==> src/core/poc_pkg.sv <==
// Constants, field layout and state types of the proximity offset calibration block.
// Assumes a single 100 MHz clock domain and an 8-bit register port.
package poc_pkg;

	localparam int CLK_MHZ = 100;

	// Register byte addresses
	localparam logic [7:0] ADDR_OFFSET_MAG  = 8'hc0;
	localparam logic [7:0] ADDR_OFFSET_POL  = 8'hc1;
	localparam logic [7:0] ADDR_ZEROING     = 8'hd6;
	localparam logic [7:0] ADDR_CAL_CTRL    = 8'hd7;
	localparam logic [7:0] ADDR_SYS_CTRL    = 8'he0;
	localparam logic [7:0] ADDR_CAL_STATUS  = 8'he1;

	// Reset values
	localparam logic [7:0] RST_OFFSET_MAG   = 8'h00;
	localparam logic       RST_OFFSET_POL   = 1'b0;
	localparam logic [6:0] RST_ZERO_INTVL   = 7'h7f;
	localparam logic [7:0] RST_CAL_CTRL     = 8'h00;
	localparam logic [7:0] RST_SYS_CTRL     = 8'h00;

	// Zeroing control fields
	localparam int BIT_ZERO_TRIG    = 7;
	localparam int ZERO_INTVL_MSB   = 6;
	localparam logic [6:0] ZERO_NEVER      = 7'h00;
	localparam logic [6:0] ZERO_FIRST_ONLY = 7'h7f;

	// Calibration control fields
	localparam int BIT_CAL_AVG      = 7;
	localparam int BIT_CAL_ELEC     = 5;
	localparam int BIT_CAL_PROX_INTEGRATION_TIME    = 4;
	localparam int BIT_CAL_START    = 0;

	// System control fields
	localparam int BIT_PWR          = 0;
	localparam int BIT_ALS_EN       = 1;
	localparam int BIT_PROX_EN      = 2;
	localparam int BIT_APC_DIS      = 3;
	localparam int BIT_SYNC_EN      = 4;
	localparam int BIT_IRQ_EN       = 5;

	// Status fields
	localparam int BIT_DONE         = 0;
	localparam int BIT_CAL_BUSY     = 1;
	localparam int BIT_ZERO_BUSY    = 2;

	// Calibration sequence
	localparam int         CAL_CYCLES   = 9;
	localparam logic [3:0] CAL_LAST_BIT = 4'h8;
	localparam logic [8:0] BIAS_ZERO    = 9'h100;
	localparam int         PROX_W       = 16;
	localparam int         DELAY_W      = 16;

	typedef enum logic [2:0] {
		POC_IDLE,
		POC_WAIT_PWR,
		POC_WAIT_SYNC,
		POC_DELAY,
		POC_MEASURE,
		POC_WAIT_RES
	} poc_state_t;

	typedef struct packed {
		logic [7:0]        mag;
		logic              sign;
		logic              zero_trig;
		logic [6:0]        zero_intvl;
		logic              cal_avg;
		logic              cal_elec;
		logic              cal_prox_integration_time;
		logic              cal_start;
		logic              pwr;
		logic              als_en;
		logic              prox_en;
		logic              apc_dis;
		logic              sync_en;
		logic              irq_en;
		logic              done_flag;
		poc_state_t        state;
		logic [3:0]        bit_idx;
		logic [8:0]        trial;
		logic [DELAY_W-1:0] dly;
		logic              sync_meta;
		logic              sync_s;
		logic              sync_d;
		logic [6:0]        zero_cnt;
		logic              zero_first_done;
		logic              zero_busy;
		logic              zero_req;
		logic              meas_start;
		logic [7:0]        rdata;
		logic              irq;
		logic [PROX_W-1:0] result;
		logic              result_valid;
		logic              diode_off;
		logic              avg_on;
		logic              prox_integration_time_on;
		logic signed [9:0] off_applied;
	} poc_state_reg_t;

endpackage

==> src/core/poc_offset_cal.sv <==
// Proximity offset correction, light-sensing zeroing scheduler and offset calibration sequencer.
// Assumes the measurement engine, light cycle pulses and target come from logic on clock_i;
// only the frame sync pin arrives from outside and is synchronised here.
//
// How it works
// - Eight-bit offset magnitude register, reset zero, software writable.
// - Offset sign in bit 0 of its own register; upper bits read zero.
// - Signed offset from magnitude and sign, range +-255, added to proximity result.
// - Manual zeroing trigger starts a zeroing and clears itself when finished.
// - Seven-bit interval: zero never, 7Fh first cycle only, n every nth cycle.
// - Control bit 7 enables hardware averaging during calibration.
// - Control bit 5 selects electrical-only versus electrical plus optical calibration.
// - Control bit 4 applies integration time during calibration.
// - Writing one to control bit 0 starts calibration.
// - Calibration searches offset bringing result nearest the target.
// - Calibration takes nine proximity measurement cycles.
// - With frame sync enabled, each cycle starts after sync plus start delay.
// - Electrical-only calibration starts at any time, without waiting for power.
// - Electrical-only calibration disconnects the photodiode and skips the power wait; otherwise identical.
// - Completion loads offset registers, clears start bit, sets done flag.
// - Done flag with interrupt enable raises the interrupt output.
//
// The implementer's own choice: strobed register access.
`timescale 1ns/10ps
`default_nettype none

module poc_offset_cal (
	input  wire logic                        clock_i,
	input  wire logic                        sys_rst_i,
	input  wire logic [7:0]                  reg_addr_i,
	input  wire logic [7:0]                  reg_wdata_i,
	input  wire logic                        reg_wr_i,
	input  wire logic                        reg_rd_i,
	output logic      [7:0]                  reg_rdata_o,
	input  wire logic                        frame_sync_i,
	input  wire logic [poc_pkg::DELAY_W-1:0] prox_start_delay_i,
	input  wire logic [poc_pkg::PROX_W-1:0]  cal_target_i,
	input  wire logic                        meas_done_i,
	input  wire logic [poc_pkg::PROX_W-1:0]  raw_prox_i,
	input  wire logic                        als_cycle_i,
	input  wire logic                        zero_done_i,
	output logic                             meas_start_o,
	output logic [poc_pkg::PROX_W-1:0]       proximity_result_o,
	output logic                             proximity_result_valid_o,
	output logic signed [9:0]                prox_offset_o,
	output logic                             diode_disconnect_o,
	output logic                             cal_averaging_o,
	output logic                             cal_integration_o,
	output logic                             zero_request_o,
	output logic                             power_on_o,
	output logic                             light_sense_enable_o,
	output logic                             prox_measure_enable_o,
	output logic                             pulse_control_disable_o,
	output logic                             irq_o
);

	poc_pkg::poc_state_reg_t s_reg;
	poc_pkg::poc_state_reg_t s_next;

	// Refuse constants that the nine-bit search cannot serve
	if (poc_pkg::CAL_CYCLES != int'(poc_pkg::CAL_LAST_BIT) + 1) begin : g_bad_cycles
		$error("calibration cycle count does not match the search width");
	end
	if (poc_pkg::BIAS_ZERO != (9'h001 << poc_pkg::CAL_LAST_BIT)) begin : g_bad_bias
		$error("search bias is not the top search bit");
	end
	if (poc_pkg::PROX_W < 8) begin : g_bad_result
		$error("result too narrow for the offset");
	end
	if (poc_pkg::DELAY_W < 1) begin : g_bad_delay
		$error("start delay needs at least one bit");
	end

	// Sign-magnitude to two's complement; sign one is negative
	function automatic logic signed [9:0] poc_sm_to_signed(input logic [7:0] m, input logic sg);
		logic signed [9:0] v;
		v = signed'({2'b00, m});
		return sg ? -v : v;
	endfunction

	// Biased search value to signed offset, clamped at -255
	function automatic logic signed [9:0] poc_bias_to_signed(input logic [8:0] b);
		logic signed [9:0] v;
		v = signed'({1'b0, b}) - signed'({1'b0, poc_pkg::BIAS_ZERO});
		return (v < -10'sd255) ? -10'sd255 : v;
	endfunction

	function automatic logic [7:0] poc_read_mux(input poc_pkg::poc_state_reg_t r, input logic [7:0] a);
		logic [7:0] d;
		d = 8'h00;
		unique case (a)
			poc_pkg::ADDR_OFFSET_MAG: d = r.mag;
			poc_pkg::ADDR_OFFSET_POL: d = {7'h00, r.sign};
			poc_pkg::ADDR_ZEROING:    d = {r.zero_trig, r.zero_intvl};
			poc_pkg::ADDR_CAL_CTRL: begin
				d[poc_pkg::BIT_CAL_AVG]   = r.cal_avg;
				d[poc_pkg::BIT_CAL_ELEC]  = r.cal_elec;
				d[poc_pkg::BIT_CAL_PROX_INTEGRATION_TIME] = r.cal_prox_integration_time;
				d[poc_pkg::BIT_CAL_START] = r.cal_start;
			end
			poc_pkg::ADDR_SYS_CTRL: begin
				d[poc_pkg::BIT_PWR]     = r.pwr;
				d[poc_pkg::BIT_ALS_EN]  = r.als_en;
				d[poc_pkg::BIT_PROX_EN] = r.prox_en;
				d[poc_pkg::BIT_APC_DIS] = r.apc_dis;
				d[poc_pkg::BIT_SYNC_EN] = r.sync_en;
				d[poc_pkg::BIT_IRQ_EN]  = r.irq_en;
			end
			poc_pkg::ADDR_CAL_STATUS: begin
				d[poc_pkg::BIT_DONE]      = r.done_flag;
				d[poc_pkg::BIT_CAL_BUSY]  = (r.state != poc_pkg::POC_IDLE);
				d[poc_pkg::BIT_ZERO_BUSY] = r.zero_busy;
			end
			default: d = 8'h00;
		endcase
		return d;
	endfunction

	logic                            wr_mag;
	logic                            wr_pol;
	logic                            wr_zero;
	logic                            wr_cal;
	logic                            wr_sys;
	logic                            wr_stat;
	logic                            cal_finish;
	logic                            sync_edge;
	logic signed [poc_pkg::PROX_W+1:0] corr_sum;
	logic [poc_pkg::PROX_W-1:0]      corr_val;
	logic [8:0]                      trial_bit;
	logic [8:0]                      final_bias;
	logic signed [9:0]               final_off;

	assign wr_mag  = reg_wr_i && (reg_addr_i == poc_pkg::ADDR_OFFSET_MAG);
	assign wr_pol  = reg_wr_i && (reg_addr_i == poc_pkg::ADDR_OFFSET_POL);
	assign wr_zero = reg_wr_i && (reg_addr_i == poc_pkg::ADDR_ZEROING);
	assign wr_cal  = reg_wr_i && (reg_addr_i == poc_pkg::ADDR_CAL_CTRL);
	assign wr_sys  = reg_wr_i && (reg_addr_i == poc_pkg::ADDR_SYS_CTRL);
	assign wr_stat = reg_wr_i && (reg_addr_i == poc_pkg::ADDR_CAL_STATUS);
	assign sync_edge = s_reg.sync_s && !s_reg.sync_d;
	assign trial_bit = 9'h001 << s_reg.bit_idx;

	assign corr_sum = signed'({2'b00, raw_prox_i}) + (poc_pkg::PROX_W+2)'(s_reg.off_applied);
	assign corr_val = (corr_sum < 0) ? '0 : corr_sum[poc_pkg::PROX_W-1:0];

	// keep bit when result not above target
	assign final_bias = (corr_val > cal_target_i) ? (s_reg.trial & ~trial_bit) : s_reg.trial;
	assign final_off  = poc_bias_to_signed(final_bias);
	// Last search bit resolved by this measurement
	assign cal_finish = (s_reg.state == poc_pkg::POC_WAIT_RES) && meas_done_i && (s_reg.bit_idx == 4'h0);

	always_comb begin
		s_next = s_reg;
		s_next.meas_start   = 1'b0;
		s_next.zero_req     = 1'b0;
		s_next.result_valid = 1'b0;
		s_next.rdata        = 8'h00;
		// Frame sync pin passes two flops before the edge detector
		s_next.sync_meta    = frame_sync_i;
		s_next.sync_s       = s_reg.sync_meta;
		s_next.sync_d       = s_reg.sync_s;

		// Read data is zero outside its one-cycle slot
		if (reg_rd_i) begin
			s_next.rdata = poc_read_mux(s_reg, reg_addr_i);
		end
		if (wr_mag) begin
			s_next.mag = reg_wdata_i;
		end
		if (wr_pol) begin
			s_next.sign = reg_wdata_i[0];
		end
		if (wr_zero) begin
			s_next.zero_intvl = reg_wdata_i[poc_pkg::ZERO_INTVL_MSB:0];
			s_next.zero_trig  = reg_wdata_i[poc_pkg::BIT_ZERO_TRIG] | s_reg.zero_trig;
		end
		if (wr_cal) begin
			s_next.cal_avg   = reg_wdata_i[poc_pkg::BIT_CAL_AVG];
			s_next.cal_elec  = reg_wdata_i[poc_pkg::BIT_CAL_ELEC];
			s_next.cal_prox_integration_time = reg_wdata_i[poc_pkg::BIT_CAL_PROX_INTEGRATION_TIME];
			// start on write of one; a running sequence cannot be cancelled
			s_next.cal_start = reg_wdata_i[poc_pkg::BIT_CAL_START] | s_reg.cal_start;
		end
		if (wr_sys) begin
			s_next.pwr     = reg_wdata_i[poc_pkg::BIT_PWR];
			s_next.als_en  = reg_wdata_i[poc_pkg::BIT_ALS_EN];
			s_next.prox_en = reg_wdata_i[poc_pkg::BIT_PROX_EN];
			s_next.apc_dis = reg_wdata_i[poc_pkg::BIT_APC_DIS];
			s_next.sync_en = reg_wdata_i[poc_pkg::BIT_SYNC_EN];
			s_next.irq_en  = reg_wdata_i[poc_pkg::BIT_IRQ_EN];
		end
		if (wr_stat && reg_wdata_i[poc_pkg::BIT_DONE]) begin
			s_next.done_flag = 1'b0;
		end

		// manual zeroing, busy until engine reports done
		// A trigger written in the finishing cycle survives the self-clear
		if (s_reg.zero_trig && !s_reg.zero_busy) begin
			s_next.zero_busy = 1'b1;
			s_next.zero_req  = 1'b1;
		end else if (s_reg.zero_busy && zero_done_i) begin
			s_next.zero_busy = 1'b0;
			s_next.zero_trig = wr_zero && reg_wdata_i[poc_pkg::BIT_ZERO_TRIG];
		end

		// automatic zeroing schedule
		// Count and first-cycle mark restart while light sensing is off
		if (!s_reg.als_en) begin
			s_next.zero_first_done = 1'b0;
			s_next.zero_cnt        = 7'h00;
		end else if (als_cycle_i) begin
			s_next.zero_first_done = 1'b1;
			if (s_reg.zero_intvl == poc_pkg::ZERO_FIRST_ONLY) begin
				s_next.zero_req = s_next.zero_req | !s_reg.zero_first_done;
			end else if (s_reg.zero_intvl != poc_pkg::ZERO_NEVER) begin
				if (s_reg.zero_cnt + 7'h01 >= s_reg.zero_intvl) begin
					s_next.zero_cnt = 7'h00;
					s_next.zero_req = 1'b1;
				end else begin
					s_next.zero_cnt = s_reg.zero_cnt + 7'h01;
				end
			end
		end

		// Corrected result follows every measurement
		if (meas_done_i) begin
			s_next.result       = corr_val;
			s_next.result_valid = 1'b1;
		end

		unique case (s_reg.state)
			poc_pkg::POC_IDLE: begin
				if (s_reg.cal_start) begin
					s_next.bit_idx = poc_pkg::CAL_LAST_BIT;
					s_next.trial   = 9'h000;
					s_next.state   = s_reg.cal_elec ? poc_pkg::POC_WAIT_SYNC : poc_pkg::POC_WAIT_PWR;
				end
			end
			poc_pkg::POC_WAIT_PWR: begin
				// run only once power is on again
				if (s_reg.pwr) begin
					s_next.state = poc_pkg::POC_WAIT_SYNC;
				end
			end
			poc_pkg::POC_WAIT_SYNC: begin
				// Trial bit reaches the front end before the measurement starts
				s_next.trial = s_reg.trial | trial_bit;
				s_next.dly   = prox_start_delay_i;
				if (!s_reg.sync_en) begin
					s_next.state = poc_pkg::POC_MEASURE;
				end else if (sync_edge) begin
					s_next.state = poc_pkg::POC_DELAY;
				end
			end
			poc_pkg::POC_DELAY: begin
				// Start delay counted in clock cycles
				if (s_reg.dly == '0) begin
					s_next.state = poc_pkg::POC_MEASURE;
				end else begin
					s_next.dly = s_reg.dly - 1'b1;
				end
			end
			poc_pkg::POC_MEASURE: begin
				s_next.meas_start = 1'b1;
				s_next.state      = poc_pkg::POC_WAIT_RES;
			end
			poc_pkg::POC_WAIT_RES: begin
				if (meas_done_i) begin
					// Trial bit kept only when the result did not overshoot
					s_next.trial = final_bias;
					// nine cycles, one per search bit
					if (s_reg.bit_idx == 4'h0) begin
						s_next.state = poc_pkg::POC_IDLE;
					end else begin
						s_next.bit_idx = s_reg.bit_idx - 4'h1;
						s_next.state   = poc_pkg::POC_WAIT_SYNC;
					end
				end
			end
		endcase

		// load result, self-clear start, set done; set wins over software clear
		// A start written in the finishing cycle re-arms the sequence
		if (cal_finish) begin
			s_next.mag       = (final_off < 0) ? 8'(-final_off) : 8'(final_off);
			s_next.sign      = (final_off < 0);
			s_next.cal_start = wr_cal && reg_wdata_i[poc_pkg::BIT_CAL_START];
			s_next.done_flag = 1'b1;
		end

		// trial offset drives the front end while calibrating
		// Outside calibration the stored offset drives it
		if (s_next.state != poc_pkg::POC_IDLE) begin
			s_next.off_applied = poc_bias_to_signed(s_next.trial);
		end else begin
			s_next.off_applied = poc_sm_to_signed(s_next.mag, s_next.sign);
		end

		s_next.diode_off = (s_next.state != poc_pkg::POC_IDLE) && s_next.cal_elec;
		s_next.avg_on    = (s_next.state != poc_pkg::POC_IDLE) && s_next.cal_avg;
		s_next.prox_integration_time_on  = (s_next.state != poc_pkg::POC_IDLE) && s_next.cal_prox_integration_time;
		s_next.irq       = s_next.done_flag && s_next.irq_en;
	end

	always_ff @(posedge clock_i or posedge sys_rst_i) begin
		if (sys_rst_i) begin
			s_reg            <= '0;
			s_reg.mag        <= poc_pkg::RST_OFFSET_MAG;
			s_reg.sign       <= poc_pkg::RST_OFFSET_POL;
			s_reg.zero_intvl <= poc_pkg::RST_ZERO_INTVL;
			s_reg.state      <= poc_pkg::POC_IDLE;
		end else begin
			s_reg <= s_next;
		end
	end

	assign reg_rdata_o              = s_reg.rdata;
	assign meas_start_o             = s_reg.meas_start;
	assign proximity_result_o       = s_reg.result;
	assign proximity_result_valid_o = s_reg.result_valid;
	assign prox_offset_o            = s_reg.off_applied;
	assign diode_disconnect_o       = s_reg.diode_off;
	assign cal_averaging_o          = s_reg.avg_on;
	assign cal_integration_o        = s_reg.prox_integration_time_on;
	assign zero_request_o           = s_reg.zero_req;
	assign power_on_o               = s_reg.pwr;
	assign light_sense_enable_o     = s_reg.als_en;
	assign prox_measure_enable_o    = s_reg.prox_en;
	assign pulse_control_disable_o  = s_reg.apc_dis;
	assign irq_o                    = s_reg.irq;

endmodule

`default_nettype wire

==> config.mk <==
export PLATFORM = sky130hd
export DESIGN_NAME = poc_offset_cal
export DESIGN_NICKNAME = d
export VERILOG_FILES = /design/src/core/poc_pkg.sv /design/src/core/poc_offset_cal.sv
export SDC_FILE = /design/constraint.sdc
export NUM_CORES = 1
export LEC_CHECK = 0
export BUFFER_PORTS_ARGS = -buffer_cell sky130_fd_sc_hd__buf_2
export CELL_PAD_IN_SITES_DETAIL_PLACEMENT = 1
export CELL_PAD_IN_SITES_GLOBAL_PLACEMENT = 1
export CORE_MARGIN = 2
export CORE_UTILIZATION = 44
export CTS_CLUSTER_DIAMETER = 60
export DETAILED_ROUTE_END_ITERATION = 10
export GPL_TIMING_DRIVEN = 0
export PLACE_DENSITY_LB_ADDON = 0.1
export SETUP_SLACK_MARGIN = 0.02
export SYNTH_ARGS = -nofsm -noshare
export SYNTH_HDL_FRONTEND = slang
export SYNTH_SLANG_ARGS = --single-unit
export TNS_END_PERCENT = 20
==> constraint.sdc <==
create_clock -name clock_i -period 9.73 [get_ports clock_i]
set_clock_uncertainty 0.1 [all_clocks]
set_input_delay 2.4325 -clock clock_i [delete_from_list [all_inputs] [get_ports clock_i]]
set_output_delay 2.4325 -clock clock_i [all_outputs]
set_load 0.02 [all_outputs]
==> metrics, run 1 <==
status=finished, final reports clean; Synth Cell Area=7630 sq um; Detailed Route WL=22540 microns; tightest hold margin=246.2 ps; Seq/Total Area, Yosys=0.3718; part of the power in registers=0.240; max incr delay on CP=590 ps; top_reg_cell synth=dfrtp_1; Crit path depth=35; final hold vios=0; crit share post-route=0.9653; worst-skew pair later-pin latency=430 ps; critical path's top delay family=compound AO/OA/AOI/OAI gates; DRC viols=0; async set-reset flop share out of synthesis=1.000; average size of a mapped cell=8.770 sq um; EDFF count, synth=0; CP Launch Type=primary input; Data required, critical path=9910 ps; FF+latch count, synth=113; Sw Ratio=0.4366; H-Tree Level Count=4; Core ar.=17120 sq um; worst hold path type=reg2reg; Setup Viol. Count Final=0; TritonCTS Sinks=113; Reg clk slew, reported paths=50 ps; Pre-antenna DRT Iters=7; FMAX=0.1065 GHz; hold_buf cts=0; via count=7065; syn_nets=994; most common cell after layout, fill and taps aside=buf_2; pin count of the biggest net entering global routing=93; final net count=1135; PortBufs=115; global route overflow=0; unique cell type count in the Yosys netlist=78; Filler cells=2078; Max IR drop VDD=0.0001449 V; Reg2Reg Setup Slack=1990 ps; CP endpoint=prox_offset_o[4]; TritonCTS Buffers=17; Critical R2R Launch=prox_offset_o[9]; Detail Route Antenna Nets=0; Max-Cap Viols=0; crit path kind=in2reg; Clock Tree Root=clkbuf_16; die height=135.7 microns; Comb power frac=0.525; synth warn=0; Syn-to-layout area delta=22.84%; Core Rows=48; Tot GR Track Use=0.2534; vias in the first global route=7268; Relative slew margins=0.2218; GP Congestion=0.8156; R2R depth=30; ant diodes=0; initial antenna violation count=0; Arr. time, crit path=9570 ps; crit-path most repeated cell=ha_1; Initial Util=0.4458; Clk pwr share=0.235; CP Capture Type=flop; RR Endpoint=prox_offset_o[4]; post-DP HPWL=16760 microns; first-pass GRT wire length=36740 microns; max reg flops=66; most frequent cells in the layout=116 x buf_2, 106 x dfrtp_1, 93 x nand2_1, 67 x nor2_1, 63 x o21ai_0; CTS tree=yes; Die ar.=18410 sq um; CP Launch Point=raw_prox_i[1]; crit path max fanout=10; Mapped Cells=870; I/O pin cnt=117; fin crit period=9392 ps; via density per instance=5.657; dpl cell area=8519 sq um; Crit path buffers/inverters=5; Pint=0.001694 W; drt initial violations=254; NetSw=0.001312 W; Slowest cell on crit path=or4_4; Slew @ Worst Pin=1158 ps; layout cells sized above 1=0.2539; wire per inst=18.04 microns; CTS Buffer Depth=2; Design Area, Final=9373 sq um; P_leak=4.497 nW; Final Max Tran Viols=0; Die W=135.7 microns; power per cell area=320.7 nW/um^2
## cells in the mapped netlist (8+ instances only)
cell / instances / area, sq um
nor2b_1: 12 / 75.07
dfrtp_1: 106 / 2653
a22oi_1: 10 / 75.07
inv_1: 51 / 191.4
and2_1: 12 / 75.07
nor3_1: 27 / 135.1
o21ai_0: 66 / 330.3
o21ai_1: 9 / 45.04
clkbuf_1: 25 / 93.84
o22ai_1: 13 / 81.33
nand2b_1: 11 / 68.82
nor2_1: 67 / 251.5
buf_4: 34 / 255.2
a21oi_1: 48 / 240.2
nand2_1: 93 / 349.1
o21a_1: 9 / 67.56
nand3_1: 28 / 140.1
mux2_2: 26 / 292.8
a21o_1: 9 / 67.56
ha_1: 51 / 638.1
mux2i_1: 11 / 110.1
xor2_1: 8 / 70.07
xnor2_1: 15 / 131.4
## worst min path at each step
| stage | cells after the start | slack, ps | from | to |
|---|---|---|---|---|
| after CTS | 0 | 250 | s_next[51] | s_next[50] |
| after global routing | 0 | 260 | s_next[51] | s_next[50] |
| after floorplan | 0 | 230 | s_next[51] | s_next[50] |
| after global placement | 0 | 230 | s_next[51] | s_next[50] |
| after detailed placement | 0 | 240 | s_next[51] | s_next[50] |
| final | 0 | 250 | s_next[51] | s_next[50] |
## power by group through the flow
stage / combinational (W) / sequential [W] / clock (W)
5_1_grt: 0.00176 / 0.000742 / 0.000737
4_1_cts: 0.00152 / 0.000720 / 0.000719
3_5_place_dp: 0.00147 / 0.000724 / 0
6_report: 0.00158 / 0.000722 / 0.000707
3_3_place_gp: 0.00142 / 0.000722 / 0
2_1_floorplan: 0.00108 / 0.000690 / 0
## stage by stage
| step | setup slack, ps | power (W) | utilization | instances | TNS, ps |
|---|---|---|---|---|---|
| final | 337.6 | 0.003006 | 0.5476 | 1249 | 0 |
| after global routing | -93.45 | 0.003240 | 0.5476 | 1249 | -211.9 |
| after CTS | 22.38 | 0.002957 | 0.5409 | 1243 | 0 |
| after detailed placement | -1186 | 0.002190 | 0.4977 | 1211 | -8908 |
| after global placement | -1080 | 0.002143 | 0.4958 | 1210 | -8114 |
| after floorplan | 577.9 | 0.001771 | - | 870 | 0 |
## per-layer routing
metal	wire length (microns)	global-route usage	vias up
li1	-	-	3358
met1	9731	0.3154	3540
met2	11580	0.4436	140
met3	872	0.04489	27
met4	358	0.08507	0
met5	0	0	-
## area by class of cell
type	count	area, sq um	share of cell area
sequential	113	2836	0.3026
buffer	63	369.1	0.03938
clock inverter	12	203.9	0.02176
multi-input combinational	642	4363	0.4655
timing repair buffer	123	655.6	0.06995
clock buffer	20	466.7	0.04979
tap	225	281.5	0.03004
inverter	51	196.4	0.02096
## repair_timing
action | 4_1_cts | 5_1_grt
gates resized for setup | 12 | 16
pin swaps | 0 | 7
setup buffers | 1 | 6
setup endpoints to repair | 10 | 9
## cells by family (layout without fill, tap and decap cells)
family | after synthesis | count (layout) | share of synthesized area
buffers and inverters | 115 | 269 | 0.07346
AO/OA/AOI/OAI | 228 | 228 | 0.1947
adder cells (fa/ha/maj) | 52 | 52 | 0.08626
XOR/XNOR | 23 | 23 | 0.02640
multiplexers | 37 | 37 | 0.05280
AND/OR/NAND/NOR | 302 | 302 | 0.1947
flip-flops | 113 | 113 | 0.3718
(Power assumes the default switching activity.)
==> run 2: changes to the inputs <==
--- a/config.mk
+++ b/config.mk
@@ -5,11 +5,12 @@
 export SDC_FILE = /design/constraint.sdc
 export NUM_CORES = 1
 export LEC_CHECK = 0
+export ABC_AREA = 1
 export BUFFER_PORTS_ARGS = -buffer_cell sky130_fd_sc_hd__buf_2
 export CELL_PAD_IN_SITES_DETAIL_PLACEMENT = 1
 export CELL_PAD_IN_SITES_GLOBAL_PLACEMENT = 1
 export CORE_MARGIN = 2
-export CORE_UTILIZATION = 44
+export CORE_UTILIZATION = 42
 export CTS_CLUSTER_DIAMETER = 60
 export DETAILED_ROUTE_END_ITERATION = 10
 export GPL_TIMING_DRIVEN = 0
==> metrics, run 2 <==
status=finished, final reports clean; Die W=139.3 microns; wire per inst=16.20 microns; Syn-to-layout area delta=19.59%; Pre-antenna DRT Iters=5; Die ar.=19410 sq um; layout cells sized above 1=0.1922; Reg clk slew, reported paths=60 ps; Data required, critical path=9900 ps; Tot GR Track Use=0.2447; most frequent cells in the layout=238 x nand2_1, 147 x inv_1, 119 x buf_2, 106 x dfrtp_1, 89 x nor2_1; final hold vios=0; crit share post-route=0.8954; P_leak=4.962 nW; Max IR drop VDD=0.0001835 V; area share of the largest cell type after synthesis=0.3449; WL met2=11800 microns; fin util=0.5120; crit path max fanout=10; Detailed Route WL=22920 microns; top sig layer=met4; Synth Cell Area=7691 sq um; Core Rows=49; Relative slew margins=0.5583; footprint of the multi-input gates=3931 sq um; I/O pin cnt=117; post_cts resized=0; most common cell in the netlist=nand2_1; crit-path most repeated cell=nand2_1; async set-reset flop share out of synthesis=1.000; Setup Viol. Count Final=0; RR Endpoint=prox_offset_o[4]; syn_nets=1161; R2R depth=40; Initial Util=0.4282; synth warn=0; Slew @ Worst Pin=658.1 ps; Detail Route Antenna Nets=0; Max-Cap Viols=0; Clock Tree Root=clkbuf_16; via density per instance=5.214; EDFF count, synth=0; PortBufs=116; total power=0.002922 W; Arr. time, crit path=8890 ps; FMAX=0.1148 GHz; Seq/Total Area, Yosys=0.3688; Core ar.=17960 sq um; fin crit period=8712 ps; Filler cells=2333; CTS Buffer Depth=2; die height=139.3 microns; first-pass GRT wire length=38430 microns; GP Congestion=0.9042; CP Launch Type=primary input; cell taking the most area after synthesis=dfrtp_1; Final Max Tran Viols=0; CP Capture Type=flop; final net count=1297; global route overflow=0; Reg2Reg Setup Slack=2720 ps; vias in the first global route=7807; TritonCTS Buffers=17; Mapped Cells=1037; ant diodes=0; post-DP HPWL=17450 microns; Setup Buffers After CTS=0; Slowest cell on crit path=a21boi_0; DRC viols=0; DRT met1 WL=9869 microns; FF+latch count, synth=113; CP endpoint=prox_offset_o[4]; via count=7378; top_reg_cell synth=dfrtp_1; hold_buf cts=0; average size of a mapped cell=7.417 sq um; max incr delay on CP=390 ps; initial antenna violation count=0; crit path kind=in2reg; largest cells by area after synthesis=dfrtp_1 34%, nand2_1 12%, ha_1 8.3%; TritonCTS Sinks=113; max reg flops=66; pin count of the biggest net entering global routing=70; FF+latch area=2836 sq um; Fin Setup TNS=0 ps; worst-skew pair later-pin latency=420 ps; worst hold path type=reg2reg; routed wl met3=782 microns; Critical R2R Launch=prox_offset_o[2]; drt initial violations=243; H-Tree Level Count=4; power per cell area=317.7 nW/um^2; CP Launch Point=raw_prox_i[2]; unique cell type count in the Yosys netlist=55; most common cell after layout, fill and taps aside=nand2_1; CTS tree=yes; Post-synth top cells=238 x nand2_1, 148 x inv_1, 106 x dfrtp_1; RSZ-0062 raised after global routing=no
run 2: cell families (layout without fill, tap and decap cells):
| kind of cell | after synthesis | count (layout) | synth area share |
|---|---|---|---|
| buffers and inverters | 207 | 356 | 0.1201 |
| adder cells (fa/ha/maj) | 52 | 52 | 0.08557 |
| flip-flops | 113 | 113 | 0.3688 |
| AO/OA/AOI/OAI | 208 | 208 | 0.1583 |
| AND/OR/NAND/NOR | 441 | 441 | 0.2491 |
| XOR/XNOR | 16 | 16 | 0.01822 |
run 2: where the power goes:
part / switching [W] / total [W] / internal (W) / leakage [nW]
logic: 0.000990 / 0.00152 / 0.000534 / 3.28
registers: 0.000124 / 0.000740 / 0.000615 / 1.40
clock network: 0.000252 / 0.000658 / 0.000407 / 0.284
run 2: metal layers:
metal	global-route usage	up-vias
li1	-	3649
met1	0.2944	3557
met2	0.4476	138
met3	0.03648	34
met4	0.07921	0
met5	0	-
run 2: layout make-up:
type / instances / share of cell area
timing repair buffer: 117 / 0.06611
sequential: 113 / 0.3084
clock inverter: 14 / 0.01932
clock buffer: 18 / 0.04666
tap: 229 / 0.03115
multi-input combinational: 717 / 0.4274
inverter: 157 / 0.06543
buffer: 50 / 0.03551
run 2: worst max-delay path: cells and delay by family:
kind / cells / cell delay (ps)
compound gates: 9 / 1700
xor+xnor: 1 / 280
fa+ha+maj: 5 / 1300
buf+inv: 5 / 780
simple gates: 21 / 2380
run 2: worst min-delay path by stage:
stage                           from          to  slack (ps)  depth (start not counted)
after floorplan           s_next[51]  s_next[50]         230                          0
after global placement    s_next[51]  s_next[50]         230                          0
after detailed placement  s_next[51]  s_next[50]         240                          0
after CTS                 s_next[51]  s_next[50]         260                          0
after global routing      s_next[51]  s_next[50]         280                          0
final                     s_next[51]  s_next[50]         250                          0
run 2: stage by stage:
step           area, sq um  worst slack (ps)  instances  hold WS [ps]
6_report              9198              1018       1415         254.1
5_1_grt               9198             452.8       1415         275.8
4_1_cts               9198              1073       1415         255.5
3_5_place_dp          8591             799.5       1383         241.7
3_3_place_gp          8558             802.6       1382         231.4
2_1_floorplan         7691              2180       1037         231.2
